### config.mk
export PLATFORM = sky130hd
export DESIGN_NAME = fpbm_top
export DESIGN_NICKNAME = d
export VERILOG_FILES = /design/src/verilog/fpbm_pkg.sv /design/src/verilog/fpbm_top.sv
export VERILOG_INCLUDE_DIRS = /design/src /design/src/verilog
export SDC_FILE = /design/constraint.sdc
export NUM_CORES = 1
export LEC_CHECK = 0
export ABC_AREA = 1
export BUFFER_PORTS_ARGS = -buffer_cell sky130_fd_sc_hd__buf_2
export CAP_MARGIN = 20
export CELL_PAD_IN_SITES_DETAIL_PLACEMENT = 1
export CELL_PAD_IN_SITES_GLOBAL_PLACEMENT = 1
export CORE_AREA = 2 2 189 191
export CTS_CLUSTER_DIAMETER = 150
export CTS_CLUSTER_SIZE = 14
export DETAILED_ROUTE_END_ITERATION = 10
export DIE_AREA = 0 0 191 193
export MAX_ROUTING_LAYER = met4
export PLACE_DENSITY_LB_ADDON = 0.1
export SKIP_CTS_REPAIR_TIMING = 1
export SYNTH_ARGS = -nofsm -noshare
export SYNTH_HDL_FRONTEND = slang
export SYNTH_SLANG_ARGS = --single-unit
### constraint.sdc
create_clock -name ref_clk -period 4.18 [get_ports ref_clk]
set_input_delay 0.209 -clock ref_clk [delete_from_list [all_inputs] [get_ports ref_clk]]
set_output_delay 0.209 -clock ref_clk [all_outputs]
set_load 0.005 [all_outputs]
### src/verilog/fpbm_map.svh
`ifndef FPBM_MAP_SVH
`define FPBM_MAP_SVH
`define FPBM_PAGES_PER_BANK      1024
`define FPBM_PAGE_BYTES          256
`define FPBM_WBUF_BYTES          128
`define FPBM_LOCK_BITS           32
`define FPBM_LOCK_PAGES          64
`define FPBM_GPNV_BITS           3
`define FPBM_GPNV_SECURITY       0
`define FPBM_GPNV_BOOT_FLASH     1
`define FPBM_GPNV_BOOT_BANK      2
`define FPBM_ROM_BASE            32'h0018_0000
`define FPBM_FLASH0_BASE         32'h0008_0000
`define FPBM_WIPE_MS             200
`define FPBM_CLK_MHZ             200
`define FPBM_WIPE_CYCLES         (`FPBM_WIPE_MS * 1000 * `FPBM_CLK_MHZ)
`define FPBM_ERASE_CYCLES        64
`define FPBM_OP_CYCLES           8
`define FPBM_DESC_WORDS          4
`define FPBM_RST_RR              8'h00
`endif

### src/verilog/fpbm_pkg.sv
package fpbm_pkg;
    typedef enum logic [3:0] {
        FPBM_CMD_NONE, FPBM_CMD_READ, FPBM_CMD_PAGE_PROG, FPBM_CMD_PAGE_ERASE,
        FPBM_CMD_FULL_ERASE, FPBM_CMD_LOCK, FPBM_CMD_UNLOCK, FPBM_CMD_SET_GPNV,
        FPBM_CMD_CLR_GPNV, FPBM_CMD_GET_DESC, FPBM_CMD_WBUF_WRITE
    } fpbm_cmd_e;

    typedef struct packed {
        logic        valid;
        fpbm_cmd_e   cmd;
        logic [15:0] arg;
        logic [31:0] data;
    } fpbm_req_s;

    typedef struct packed {
        logic        done;
        logic        locked_err;
        logic        refused;
        logic [31:0] data;
    } fpbm_rsp_s;

    typedef struct packed {
        logic        boot_from_flash;
        logic        boot_bank1;
        logic [31:0] boot_base;
        logic [31:0] rom_base;
    } fpbm_map_s;
endpackage : fpbm_pkg

### src/verilog/fpbm_top.sv
// Functional notes
// Two banks, 1024 or 512 pages
// 128-byte write buffer via 32-bit words
// Software picks 128-bit or 64-bit read
// Descriptor command reports flash organisation
// Lock regions of 64 pages each
// Locked erase/program aborts and raises interrupt; full erase is not checked against lock bits
// Set-lock protects, clear-lock unprotects region
// Wipe pin clears all lock bits
// Security bit blocks debug and parallel access
// Security set by command, cleared by wipe
// Wipe held over 200 ms
// Unique identifier is fixed, wipe-immune
// Calibration bits fixed, wipe-immune
// Programmer entry via pins and reset edge
// Handshaked parallel programming port
// Port accepts read, program, erase, lock, protect
// ROM always at its fixed address
// Address zero maps flash or ROM
// Wipe clears boot-from-flash bit
// Bit 2 selects boot bank
// Three nonvolatile bits, set/clear commands
// Nonvolatile bits survive reset, sampled at reset
`timescale 1ns/1ps
`default_nettype none
`include "fpbm_map.svh"

module fpbm_top #(
    parameter int          PAGES_PER_BANK = `FPBM_PAGES_PER_BANK,
    parameter int          LOCK_BITS      = `FPBM_LOCK_BITS,
    parameter int unsigned WIPE_CYCLES    = `FPBM_WIPE_CYCLES,
    parameter logic [127:0] UNIQUE_ID     = 128'h0123_4567_89AB_CDEF_0011_2233_4455_6677,
    parameter logic [15:0]  CALIB_BITS    = 16'hA5C3
) (
    input  wire logic              ref_clk,
    input  wire logic              sys_rst,
    input  wire fpbm_pkg::fpbm_req_s sw_req,
    input  wire logic              wide_read_sel,
    input  wire logic              debug_access_req,
    input  wire logic              wipe_pin,
    input  wire logic              factory_test_pin,
    input  wire logic              external_reset_n,
    input  wire logic              prog_cmd_strobe_n,
    input  wire logic              prog_output_enable_n,
    input  wire logic [3:0]        prog_mode_sel,
    input  wire logic [15:0]       prog_data_in,
    output var fpbm_pkg::fpbm_rsp_s  sw_rsp,
    output var fpbm_pkg::fpbm_map_s  boot_map,
    output logic                   flash_irq,
    output logic                   read_width_128,
    output logic                   debug_grant,
    output logic                   prog_mode_active,
    output logic                   prog_ready_line,
    output logic                   prog_data_valid_n,
    output logic [15:0]            prog_data_out,
    output logic                   prog_data_oe,
    output logic                   array_write_en,
    output logic [15:0]            array_page,
    output logic [31:0]            wbuf_word_out,
    output logic [127:0]           unique_id_out,
    output logic [15:0]            calib_out
);
    import fpbm_pkg::*;

    localparam int PAGE_W = $clog2(2 * PAGES_PER_BANK);
    localparam int WB_WORDS = `FPBM_WBUF_BYTES / 4;

    // ****************************************
    // Pin synchronisers (3 stages, 2-3 agree; mode select has no agree check)
    // ****************************************
    logic [5:0] pin_s1_r, pin_s2_r, pin_s3_r, pin_r;
    wire  [5:0] pin_raw = {wipe_pin, factory_test_pin, external_reset_n,
                           prog_cmd_strobe_n, prog_output_enable_n, debug_access_req};
    always_ff @(posedge ref_clk) begin
        pin_s1_r <= pin_raw;
        pin_s2_r <= pin_s1_r;
        pin_s3_r <= pin_s2_r;
        for (int i = 0; i < 6; i++) begin
            if (pin_s2_r[i] == pin_s3_r[i]) pin_r[i] <= pin_s3_r[i];
        end
    end
    wire wipe_q  = pin_r[5];
    wire tst_q   = pin_r[4];
    wire external_reset_n_q  = pin_r[3];
    wire ncmd_q  = pin_r[2];
    wire noe_q   = pin_r[1];
    wire dbg_q   = pin_r[0];
    logic [15:0] pdata_s1_r, pdata_s2_r, pdata_s3_r, pdata_r;
    logic [3:0]  pmode_s1_r, pmode_s2_r, pmode_r;
    always_ff @(posedge ref_clk) begin
        pdata_s1_r <= prog_data_in;
        pdata_s2_r <= pdata_s1_r;
        pdata_s3_r <= pdata_s2_r;
        if (pdata_s2_r == pdata_s3_r) pdata_r <= pdata_s3_r;
        pmode_s1_r <= prog_mode_sel;
        pmode_s2_r <= pmode_s1_r;
        pmode_r    <= pmode_s2_r;
    end

    // ****************************************
    // Nonvolatile state
    // ****************************************
    // Not reset by sys_rst: models cells that survive resets and power cycles
    logic [LOCK_BITS-1:0] lock_r = '0;
    logic [2:0]           gpnv_r = '0;
    logic [31:0]          wbuf_r [WB_WORDS];

    function automatic logic [4:0] region_of(input logic [15:0] page);
        region_of = 5'(page / `FPBM_LOCK_PAGES);
    endfunction

    // ****************************************
    // Wipe pin timing
    // ****************************************
    logic [31:0] wipe_cnt_r;
    logic        wipe_done_r;
    always_ff @(posedge ref_clk) begin
        if (sys_rst || !wipe_q) begin
            wipe_cnt_r  <= '0;
            wipe_done_r <= 1'b0;
        end else if (wipe_cnt_r < WIPE_CYCLES) begin
            wipe_cnt_r <= wipe_cnt_r + 32'h1;
        end else begin
            wipe_done_r <= 1'b1;   // wipe fires once, after the hold
        end
    end
    wire wipe_fire = wipe_q && (wipe_cnt_r == WIPE_CYCLES) && !wipe_done_r;

    // ****************************************
    // Programming port entry
    // ****************************************
    logic external_reset_n_d_r;
    // Output enable is held low by the programmer; the valid line is ours and idles high
    wire  entry_ok = tst_q && ncmd_q && prog_ready_line && !noe_q
                     && prog_data_valid_n;
    always_ff @(posedge ref_clk) begin
        external_reset_n_d_r <= external_reset_n_q;
        if (sys_rst) prog_mode_active <= 1'b0;
        else if (!tst_q) prog_mode_active <= 1'b0;
        else if (!external_reset_n_d_r && external_reset_n_q && entry_ok)
            prog_mode_active <= 1'b1;
    end

    // ****************************************
    // Command arbitration
    // ****************************************
    wire secure   = gpnv_r[`FPBM_GPNV_SECURITY];
    logic ncmd_d_r;
    always_ff @(posedge ref_clk) ncmd_d_r <= ncmd_q;
    wire  port_cmd = prog_mode_active && ncmd_d_r && !ncmd_q;
    wire  port_ok  = port_cmd && !secure;
    fpbm_cmd_e cmd;
    logic [15:0] arg;
    assign cmd = port_ok ? fpbm_cmd_e'(pmode_r) : (sw_req.valid ? sw_req.cmd : FPBM_CMD_NONE);
    assign arg = port_ok ? pdata_r : sw_req.arg;
    wire  [4:0] reg_sel  = region_of(arg);
    wire        tgt_lock = lock_r[reg_sel];
    wire        is_mod   = (cmd == FPBM_CMD_PAGE_PROG) || (cmd == FPBM_CMD_PAGE_ERASE);
    wire        abort    = is_mod && tgt_lock;
    wire        port_sec = port_cmd && secure;

    // ****************************************
    // Command execution
    // ****************************************
    always_ff @(posedge ref_clk) begin
        if (sys_rst) begin
            sw_rsp            <= '0;
            flash_irq         <= 1'b0;
            array_write_en    <= 1'b0;
            array_page        <= '0;
            wbuf_word_out     <= '0;
            prog_ready_line   <= 1'b1;
            prog_data_valid_n <= 1'b1;
            prog_data_out     <= '0;
            prog_data_oe      <= 1'b0;
        end else begin
            sw_rsp         <= '0;
            flash_irq      <= 1'b0;
            array_write_en <= 1'b0;
            prog_data_valid_n <= 1'b1;
            prog_data_oe   <= prog_mode_active && !noe_q;
            if (port_sec) begin
                sw_rsp.refused <= 1'b1;
            end
            if (cmd != FPBM_CMD_NONE) begin
                sw_rsp.done <= 1'b1;
                if (abort) begin
                    sw_rsp.locked_err <= 1'b1;
                    flash_irq         <= 1'b1;
                end else begin
                    case (cmd)
                        FPBM_CMD_WBUF_WRITE: wbuf_r[arg[4:0]] <= sw_req.data;
                        FPBM_CMD_PAGE_PROG, FPBM_CMD_PAGE_ERASE: begin
                            array_write_en <= 1'b1;
                            array_page     <= arg;
                            wbuf_word_out  <= wbuf_r[0];
                        end
                        FPBM_CMD_FULL_ERASE: array_write_en <= 1'b1;
                        FPBM_CMD_LOCK:   lock_r[reg_sel] <= 1'b1;
                        FPBM_CMD_UNLOCK: lock_r[reg_sel] <= 1'b0;
                        FPBM_CMD_SET_GPNV: if (arg < 16'h0003) gpnv_r[arg[1:0]] <= 1'b1;
                        FPBM_CMD_CLR_GPNV: // Security bit cannot be cleared by command
                            if (arg < 16'h0003 && arg != 16'h0000) gpnv_r[arg[1:0]] <= 1'b0;
                        FPBM_CMD_GET_DESC:
                            sw_rsp.data <= {16'(PAGES_PER_BANK), 8'h02, 8'(LOCK_BITS)};
                        FPBM_CMD_READ: sw_rsp.data <= {16'h0000, arg};
                        default: ;
                    endcase
                    if (port_ok) begin
                        prog_data_out     <= (cmd == FPBM_CMD_GET_DESC) ?
                                             16'(PAGES_PER_BANK) : arg;
                        prog_data_valid_n <= 1'b0;
                    end
                end
            end
            prog_ready_line <= !port_cmd;
            if (wipe_fire) begin
                lock_r <= '0;
                gpnv_r[`FPBM_GPNV_SECURITY]   <= 1'b0;
                gpnv_r[`FPBM_GPNV_BOOT_FLASH] <= 1'b0;
            end
        end
    end

    // ****************************************
    // Boot fields sampled at reset; ROM base and other outputs registered every cycle
    // ****************************************
    always_ff @(posedge ref_clk) begin
        read_width_128 <= wide_read_sel;
        debug_grant    <= dbg_q && !secure;
        unique_id_out  <= UNIQUE_ID;
        calib_out      <= CALIB_BITS;
        if (sys_rst) begin
            boot_map.boot_from_flash <= gpnv_r[`FPBM_GPNV_BOOT_FLASH];
            boot_map.boot_bank1      <= gpnv_r[`FPBM_GPNV_BOOT_BANK];
            boot_map.boot_base <= !gpnv_r[`FPBM_GPNV_BOOT_FLASH] ? `FPBM_ROM_BASE :
                                  (`FPBM_FLASH0_BASE +
                                   (gpnv_r[`FPBM_GPNV_BOOT_BANK] ?
                                    32'(PAGES_PER_BANK * `FPBM_PAGE_BYTES) : 32'h0));
        end
        boot_map.rom_base <= `FPBM_ROM_BASE;
    end
endmodule : fpbm_top
`default_nettype wire

==> metrics.csv, run 1 <==
metric,value,unit
hold_viol_final,0,
crit_chain,"nor2_2, nand2_1, buf_4, nand2_1, nand2_1, o21ai_0, nand2_1, nand2_1, nand2_1, nand2_1, inv_2, nand3_2, nand2_1, nor2_1, nor2_1, inv_1, buf_4",
tns,0,ns
placement.cell_area,13600,um^2
grt_max_degree,67,
power.density,385,nW/um^2
grt_pass1_wl,51100,um
slew-limit-headroom,54.2,%
power_leakage,6.70,nW
period_share,81.3,%
drt_drc_violations_left,0,
vias,9723,
syn_area,13000,um^2
critPathLaunchType,flop,
syn_avg_cell_area,8.74,um^2
clock_sinks,297,
critical_path_required,4.37,ns
r2r_cells,17,
rows,69,
dpl.hpwl,25100,um
fillers,4263,
dr.pass1.iters,6,
initial_utilization,37.3,%
num_io_pins,399,
rsz0062_at_grt,no,
htree_levels,1,
cap_violations,0,
antenna_found_initial,1,
peakVddDrop,0.268,mV
ys_seq_elements,297,
finish.utilization,42.7,%
cpMaxStageDelayCell,edfxtp_1,
cts_buffers,25,
whs_path_depth,4,
period_minus_slack,3.40,ns
synthToLayoutAreaGrowth,14.5,%
multiInputGateArea,4520,um^2
tightestPinTransition,0.687,ns
synth_edf_count,93,
grt_remaining_overflow,0,
ys.flop_type,dfxtp_1,
die_w,191,um
total_power,0.00574,W
wire_per_inst,15.7,um
endpoint_kind,flop,
numPortBuffers,177,
first_iter_violations,476,
outcome,"complete, no violations",
finalClockSkew,0.0195,ns
cp_common_cell,nand2_1,
async_reset_ff_share,0,%
holdPathEnd,sw_rsp[13]$_SDFF_PP0_,
grt_pass1_vias,9078,
layout_common_cells,"255 x nor2_1, 221 x conb_1, 219 x nand2_1",
synthCells,1490,
yosysWarnings,0,
hold_class,in -> reg,
cts_tree,yes,
drive_gt1_share,14.5,%
cts_buffer_depth,3,
report.final.slew_viol_count,0,
worstSetupPathType,reg -> reg,
gp_congestion,0.798,
ff_latch_area,6880,um^2
die_area,36900,um^2
holdWs,0.0583,ns
cts.root.buffer_cell,clkbuf_16,
grtUsageTotal,18.2,%
max_stage_delay,0.42,ns
insertion_delay,0.55,ns
ant_nets,0,
min_from,sw_req[45],
timing.rr.start,pin_r[2]$_DFFE_PN_,
final_nets,1808,
core_area,35000,um^2
routed_via_density,4.41,
fmax,294,MHz
final_common_cell,nor2_1,
crit_fanout,32,
finalInstanceArea,14900,um^2
wirelength,34600,um
path_clk_slew,0.07,ns
setup_viol,0,
ys_types,38,
die_h,193,um
arrival,3.59,ns
reg2reg_to,lock_r[5]$_SDFFCE_PP0P_,
seq_area_frac_synth,52.8,%
r2r_slack,0.78,ns
metal layers:
layer	vias to the layer above	track usage [%]	share of wire [%]
met4	0	4.14	1.9
met5	-	-	0
met3	44	2.46	4.5
met2	240	30.6	49
li1	4805	-	-
met1	4634	23.3	44
Yosys cell counts (2+ instances only):
library cell | n | share of area, %
a211oi_1 | 2 | 0.12
nand3_2 | 2 | 0.15
ha_1 | 2 | 0.19
nand4_1 | 36 | 1.7
edfxtp_1 | 93 | 21
nor4_1 | 7 | 0.34
nand2_1 | 219 | 6.3
inv_1 | 139 | 4.0
buf_6 | 6 | 0.52
xor2_1 | 12 | 0.81
nor3_1 | 21 | 0.81
inv_2 | 5 | 0.14
nand3b_1 | 4 | 0.23
xnor2_1 | 20 | 1.3
o21ai_2 | 3 | 0.20
o21ai_1 | 25 | 0.96
conb_1 | 2 | 0.058
nor2_1 | 256 | 7.4
o21ai_0 | 46 | 1.8
nand2_2 | 3 | 0.14
a21oi_1 | 29 | 1.1
clkbuf_1 | 30 | 0.86
a311oi_1 | 32 | 2.2
nand3_1 | 35 | 1.3
buf_4 | 225 | 13
or2_2 | 11 | 0.53
buf_2 | 10 | 0.38
dfxtp_1 | 204 | 31
nor4b_1 | 2 | 0.13
cell families after synthesis:
logic type,synth area share [%]
adder cells (fa/ha/maj),0.192
AO/OA/AOI/OAI,6.48
XOR/XNOR,2.15
flip-flops,52.8
other,0.0576
buffers and inverters,18.9
AND/OR/NAND/NOR,19.4
area by class of cell:
type	instances	area share, %
Inverter	145	3.65
Tap cell	461	3.87
Timing Repair Buffer	259	11.2
Multi-Input combinational cell	996	30.3
Clock buffer	43	4.65
Antenna cell	1	0.0168
Sequential cell	297	46.1
Clock inverter	2	0.243
per-stage QoR:
stage | cells | setup WS, ns
2_1_floorplan | 1709 | 0.484
3_3_place_gp | 2096 | 0.758
5_1_grt | 2203 | 0.423
3_5_place_dp | 2096 | 0.738
6_report | 2204 | 0.782
4_1_cts | 2141 | 0.728
sequential cells by signal (all words and copies together) (netlist names), 2 cells and up, named ones only:
name and flops:
boot_map 4, array_page 16, pdata_s1_r 16, pmode_r 4
wipe_cnt_r 32, pmode_s2_r 4, prog_data_out 16, wbuf_r 32
lock_r 32, wbuf_word_out 32, pin_r 6, pin_s1_r 6
sw_rsp 19, pdata_s3_r 16, pin_s3_r 6, pmode_s1_r 4
pdata_s2_r 16, pin_s2_r 6, pdata_r 16, gpnv_r 2
worst max-delay path: cells and delay by family, from the launching register on:
family,cells,cell delay (ns)
AO/OA/AOI/OAI,1,0.34
buffers and inverters,4,0.73
flip-flops,1,0.42
AND/OR/NAND/NOR,12,1.52
power breakdown:
part / switching [W] / internal [W] / leakage (nW)
clock: 0.00106 / 0.00114 / 0.346
sequential: 0.0000407 / 0.00305 / 2.53
combinational: 0.000287 / 0.000169 / 3.83
worst max-delay path by stage:
stage | from | slack [ns] | endpoint
after floorplan | pin_r[2]$_DFFE_PN_ | 0.48 | wbuf_r[0][0]$_DFFE_PP_
after global placement | pin_r[2]$_DFFE_PN_ | 0.76 | array_page[6]$_SDFFE_PP0P_
after detailed placement | pin_r[2]$_DFFE_PN_ | 0.74 | lock_r[26]$_SDFFCE_PP0P_
after CTS | pin_r[2]$_DFFE_PN_ | 0.73 | lock_r[22]$_SDFFCE_PP0P_
after global routing | prog_mode_active$_SDFFE_PP0P_ | 0.42 | wbuf_word_out[27]$_SDFFE_PP0P_
final | pin_r[2]$_DFFE_PN_ | 0.78 | lock_r[5]$_SDFFCE_PP0P_
Note: power is estimated with default switching activity, not from simulation.
==> run 2: changes to the inputs <==
- clock period: 4.18 -> 3.2 ns (I/O delays scaled with it)
==> metrics.csv, run 2 (synthesis gave the netlist of run 1 again) <==
metric,value,unit
period_share,90.0,%
critical_path_required,3.45,ns
dp_slack,0.239,ns
synthToLayoutAreaGrowth,15.0,%
finalClockSkew,0.0200,ns
vias,9718,
routed_via_density,4.40,
fillers,4264,
diodes,0,
antenna_found_initial,0,
drive_gt1_share,14.9,%
htree_levels,1,
hold_viol_final,0,
power.density,501,nW/um^2
tns,0,ns
dpl.hpwl,25400,um
wirelength,35100,um
core_area,35000,um^2
power_frac_comb,8.0,%
dr.pass1.iters,4,
gp_congestion,0.831,
rows,69,
cts.root.buffer_cell,clkbuf_16,
fmax,347,MHz
final_nets,1815,
rsz0062_at_grt,no,
initial_utilization,37.3,%
ant_nets,0,
cts_tree,yes,
p_sw,0.00182,W
num_io_pins,399,
power_leakage,6.74,nW
drt_drc_violations_left,0,
power.share.clock,38.2,%
insertion_delay,0.56,ns
busiest_layer,met2,
slew-limit-headroom,51.2,%
layout_common_cells,"255 x nor2_1, 221 x conb_1, 218 x nand2_1",
grt_max_degree,67,
grt_pass1_wl,51100,um
internal_power,0.00569,W
cts_buffers,25,
numPortBuffers,177,
cts_buffer_depth,3,
first_iter_violations,526,
report.final.slew_viol_count,0,
layout_setup_ws,0.320,ns
crit_fanout,32,
final_common_cell,nor2_1,
gr-usage-met3,2.19,%
p_sw_share,24.2,%
seq_power_share,53.8,%
peakVddDrop,0.380,mV
grtUsageTotal,18.3,%
tightestPinTransition,0.731,ns
grt_pass1_vias,9123,
multiInputGateArea,4520,um^2
die_h,193,um
die_area,36900,um^2
worstSetupPathType,reg -> reg,
cap_violations,0,
die_w,191,um
hold_class,in -> reg,
arrival,3.13,ns
clock_sinks,297,
ff_latch_area,6880,um^2
endpoint_kind,flop,
grt_util_met1,23.2,%
critPathLaunchType,flop,
met2_usage,31.0,%
period_minus_slack,2.88,ns
setup_viol,0,
grt_remaining_overflow,0,
path_clk_slew,0.07,ns
wire_per_inst,15.9,um
outcome,"complete, no violations",
==> run 2: changes by cell type in the layout (fill, tap and decap cells not counted), sizes merged <==
| cell | previous run | this run |
|---|---|---|
| clkbuf | 43 | 42 |
| buf | 197 | 204 |
| diode | 1 | 0 |
==> run 2: area by class of cell <==
class | count | share of cell area (%)
sequential | 297 | 45.9
multi-input combinational | 996 | 30.2
timing repair buffer | 266 | 11.6
clock buffer | 42 | 4.60
tap | 461 | 3.85
inverter | 145 | 3.63
clock inverter | 2 | 0.242
==> run 2: path summary, 6_finish.rpt <==
check / slack (ns) / startpoint / cells after the start / end
worst max register to register: 0.32 / pin_r[2]$_DFFE_PN_ / 15 / lock_r[1]$_SDFFCE_PP0P_
worst min-delay path: 0.004 / sys_rst / 2 / prog_mode_active$_SDFFE_PP0P_
worst max-delay path: 0.32 / pin_r[2]$_DFFE_PN_ / 15 / lock_r[1]$_SDFFCE_PP0P_
worst min register to register: 0.32 / pmode_s2_r[1]$_DFF_P_ / 0 / pmode_r[1]$_DFF_P_
==> run 2: power by group through the flow <==
stage | Combinational [W] | Sequential [W] | Clock, W
floorplan | 0.000515 | 0.00412 | 0
global placement | 0.000527 | 0.00413 | 0
detailed placement | 0.000533 | 0.00413 | 0
CTS | 0.000535 | 0.00404 | 0.00298
global route | 0.000679 | 0.00405 | 0.00310
finish | 0.000601 | 0.00404 | 0.00287
==> run 2: metal layers <==
metal | vias up | part of all wire, %
met4 | 0 | 2.5
met1 | 4595 | 44
met2 | 251 | 49
li1 | 4823 | -
met3 | 49 | 4.4
met5 | - | 0
==> run 2: per-stage QoR <==
step / std cells / cell area, um^2 / util (%) / power [W] / hold slack (ns)
2_1_floorplan: 1709 / 13900 / - / 0.00463 / 0.188
3_3_place_gp: 2103 / 13600 / 39.0 / 0.00465 / 0.265
3_5_place_dp: 2103 / 13600 / 39.0 / 0.00466 / 0.264
4_1_cts: 2147 / 14400 / 41.1 / 0.00756 / -0.328
5_1_grt: 2209 / 15000 / 42.9 / 0.00784 / 0.0111
6_report: 2209 / 15000 / 42.9 / 0.00751 / 0.00413
==> run 2: worst max-delay path, stage by stage (launching register included) <==
cell and delay [ns]:
edfxtp_1 0.42, nor2_2 0.20, nand2_1 0.09, buf_6 0.19, o21ai_2 0.28, inv_1 0.17
nor2_1 0.22, nand2_1 0.08, nand2_1 0.08, inv_2 0.04, nand3_2 0.09, nand2_1 0.18
nor2_1 0.14, nor2_1 0.05, inv_1 0.09, buf_12 0.22
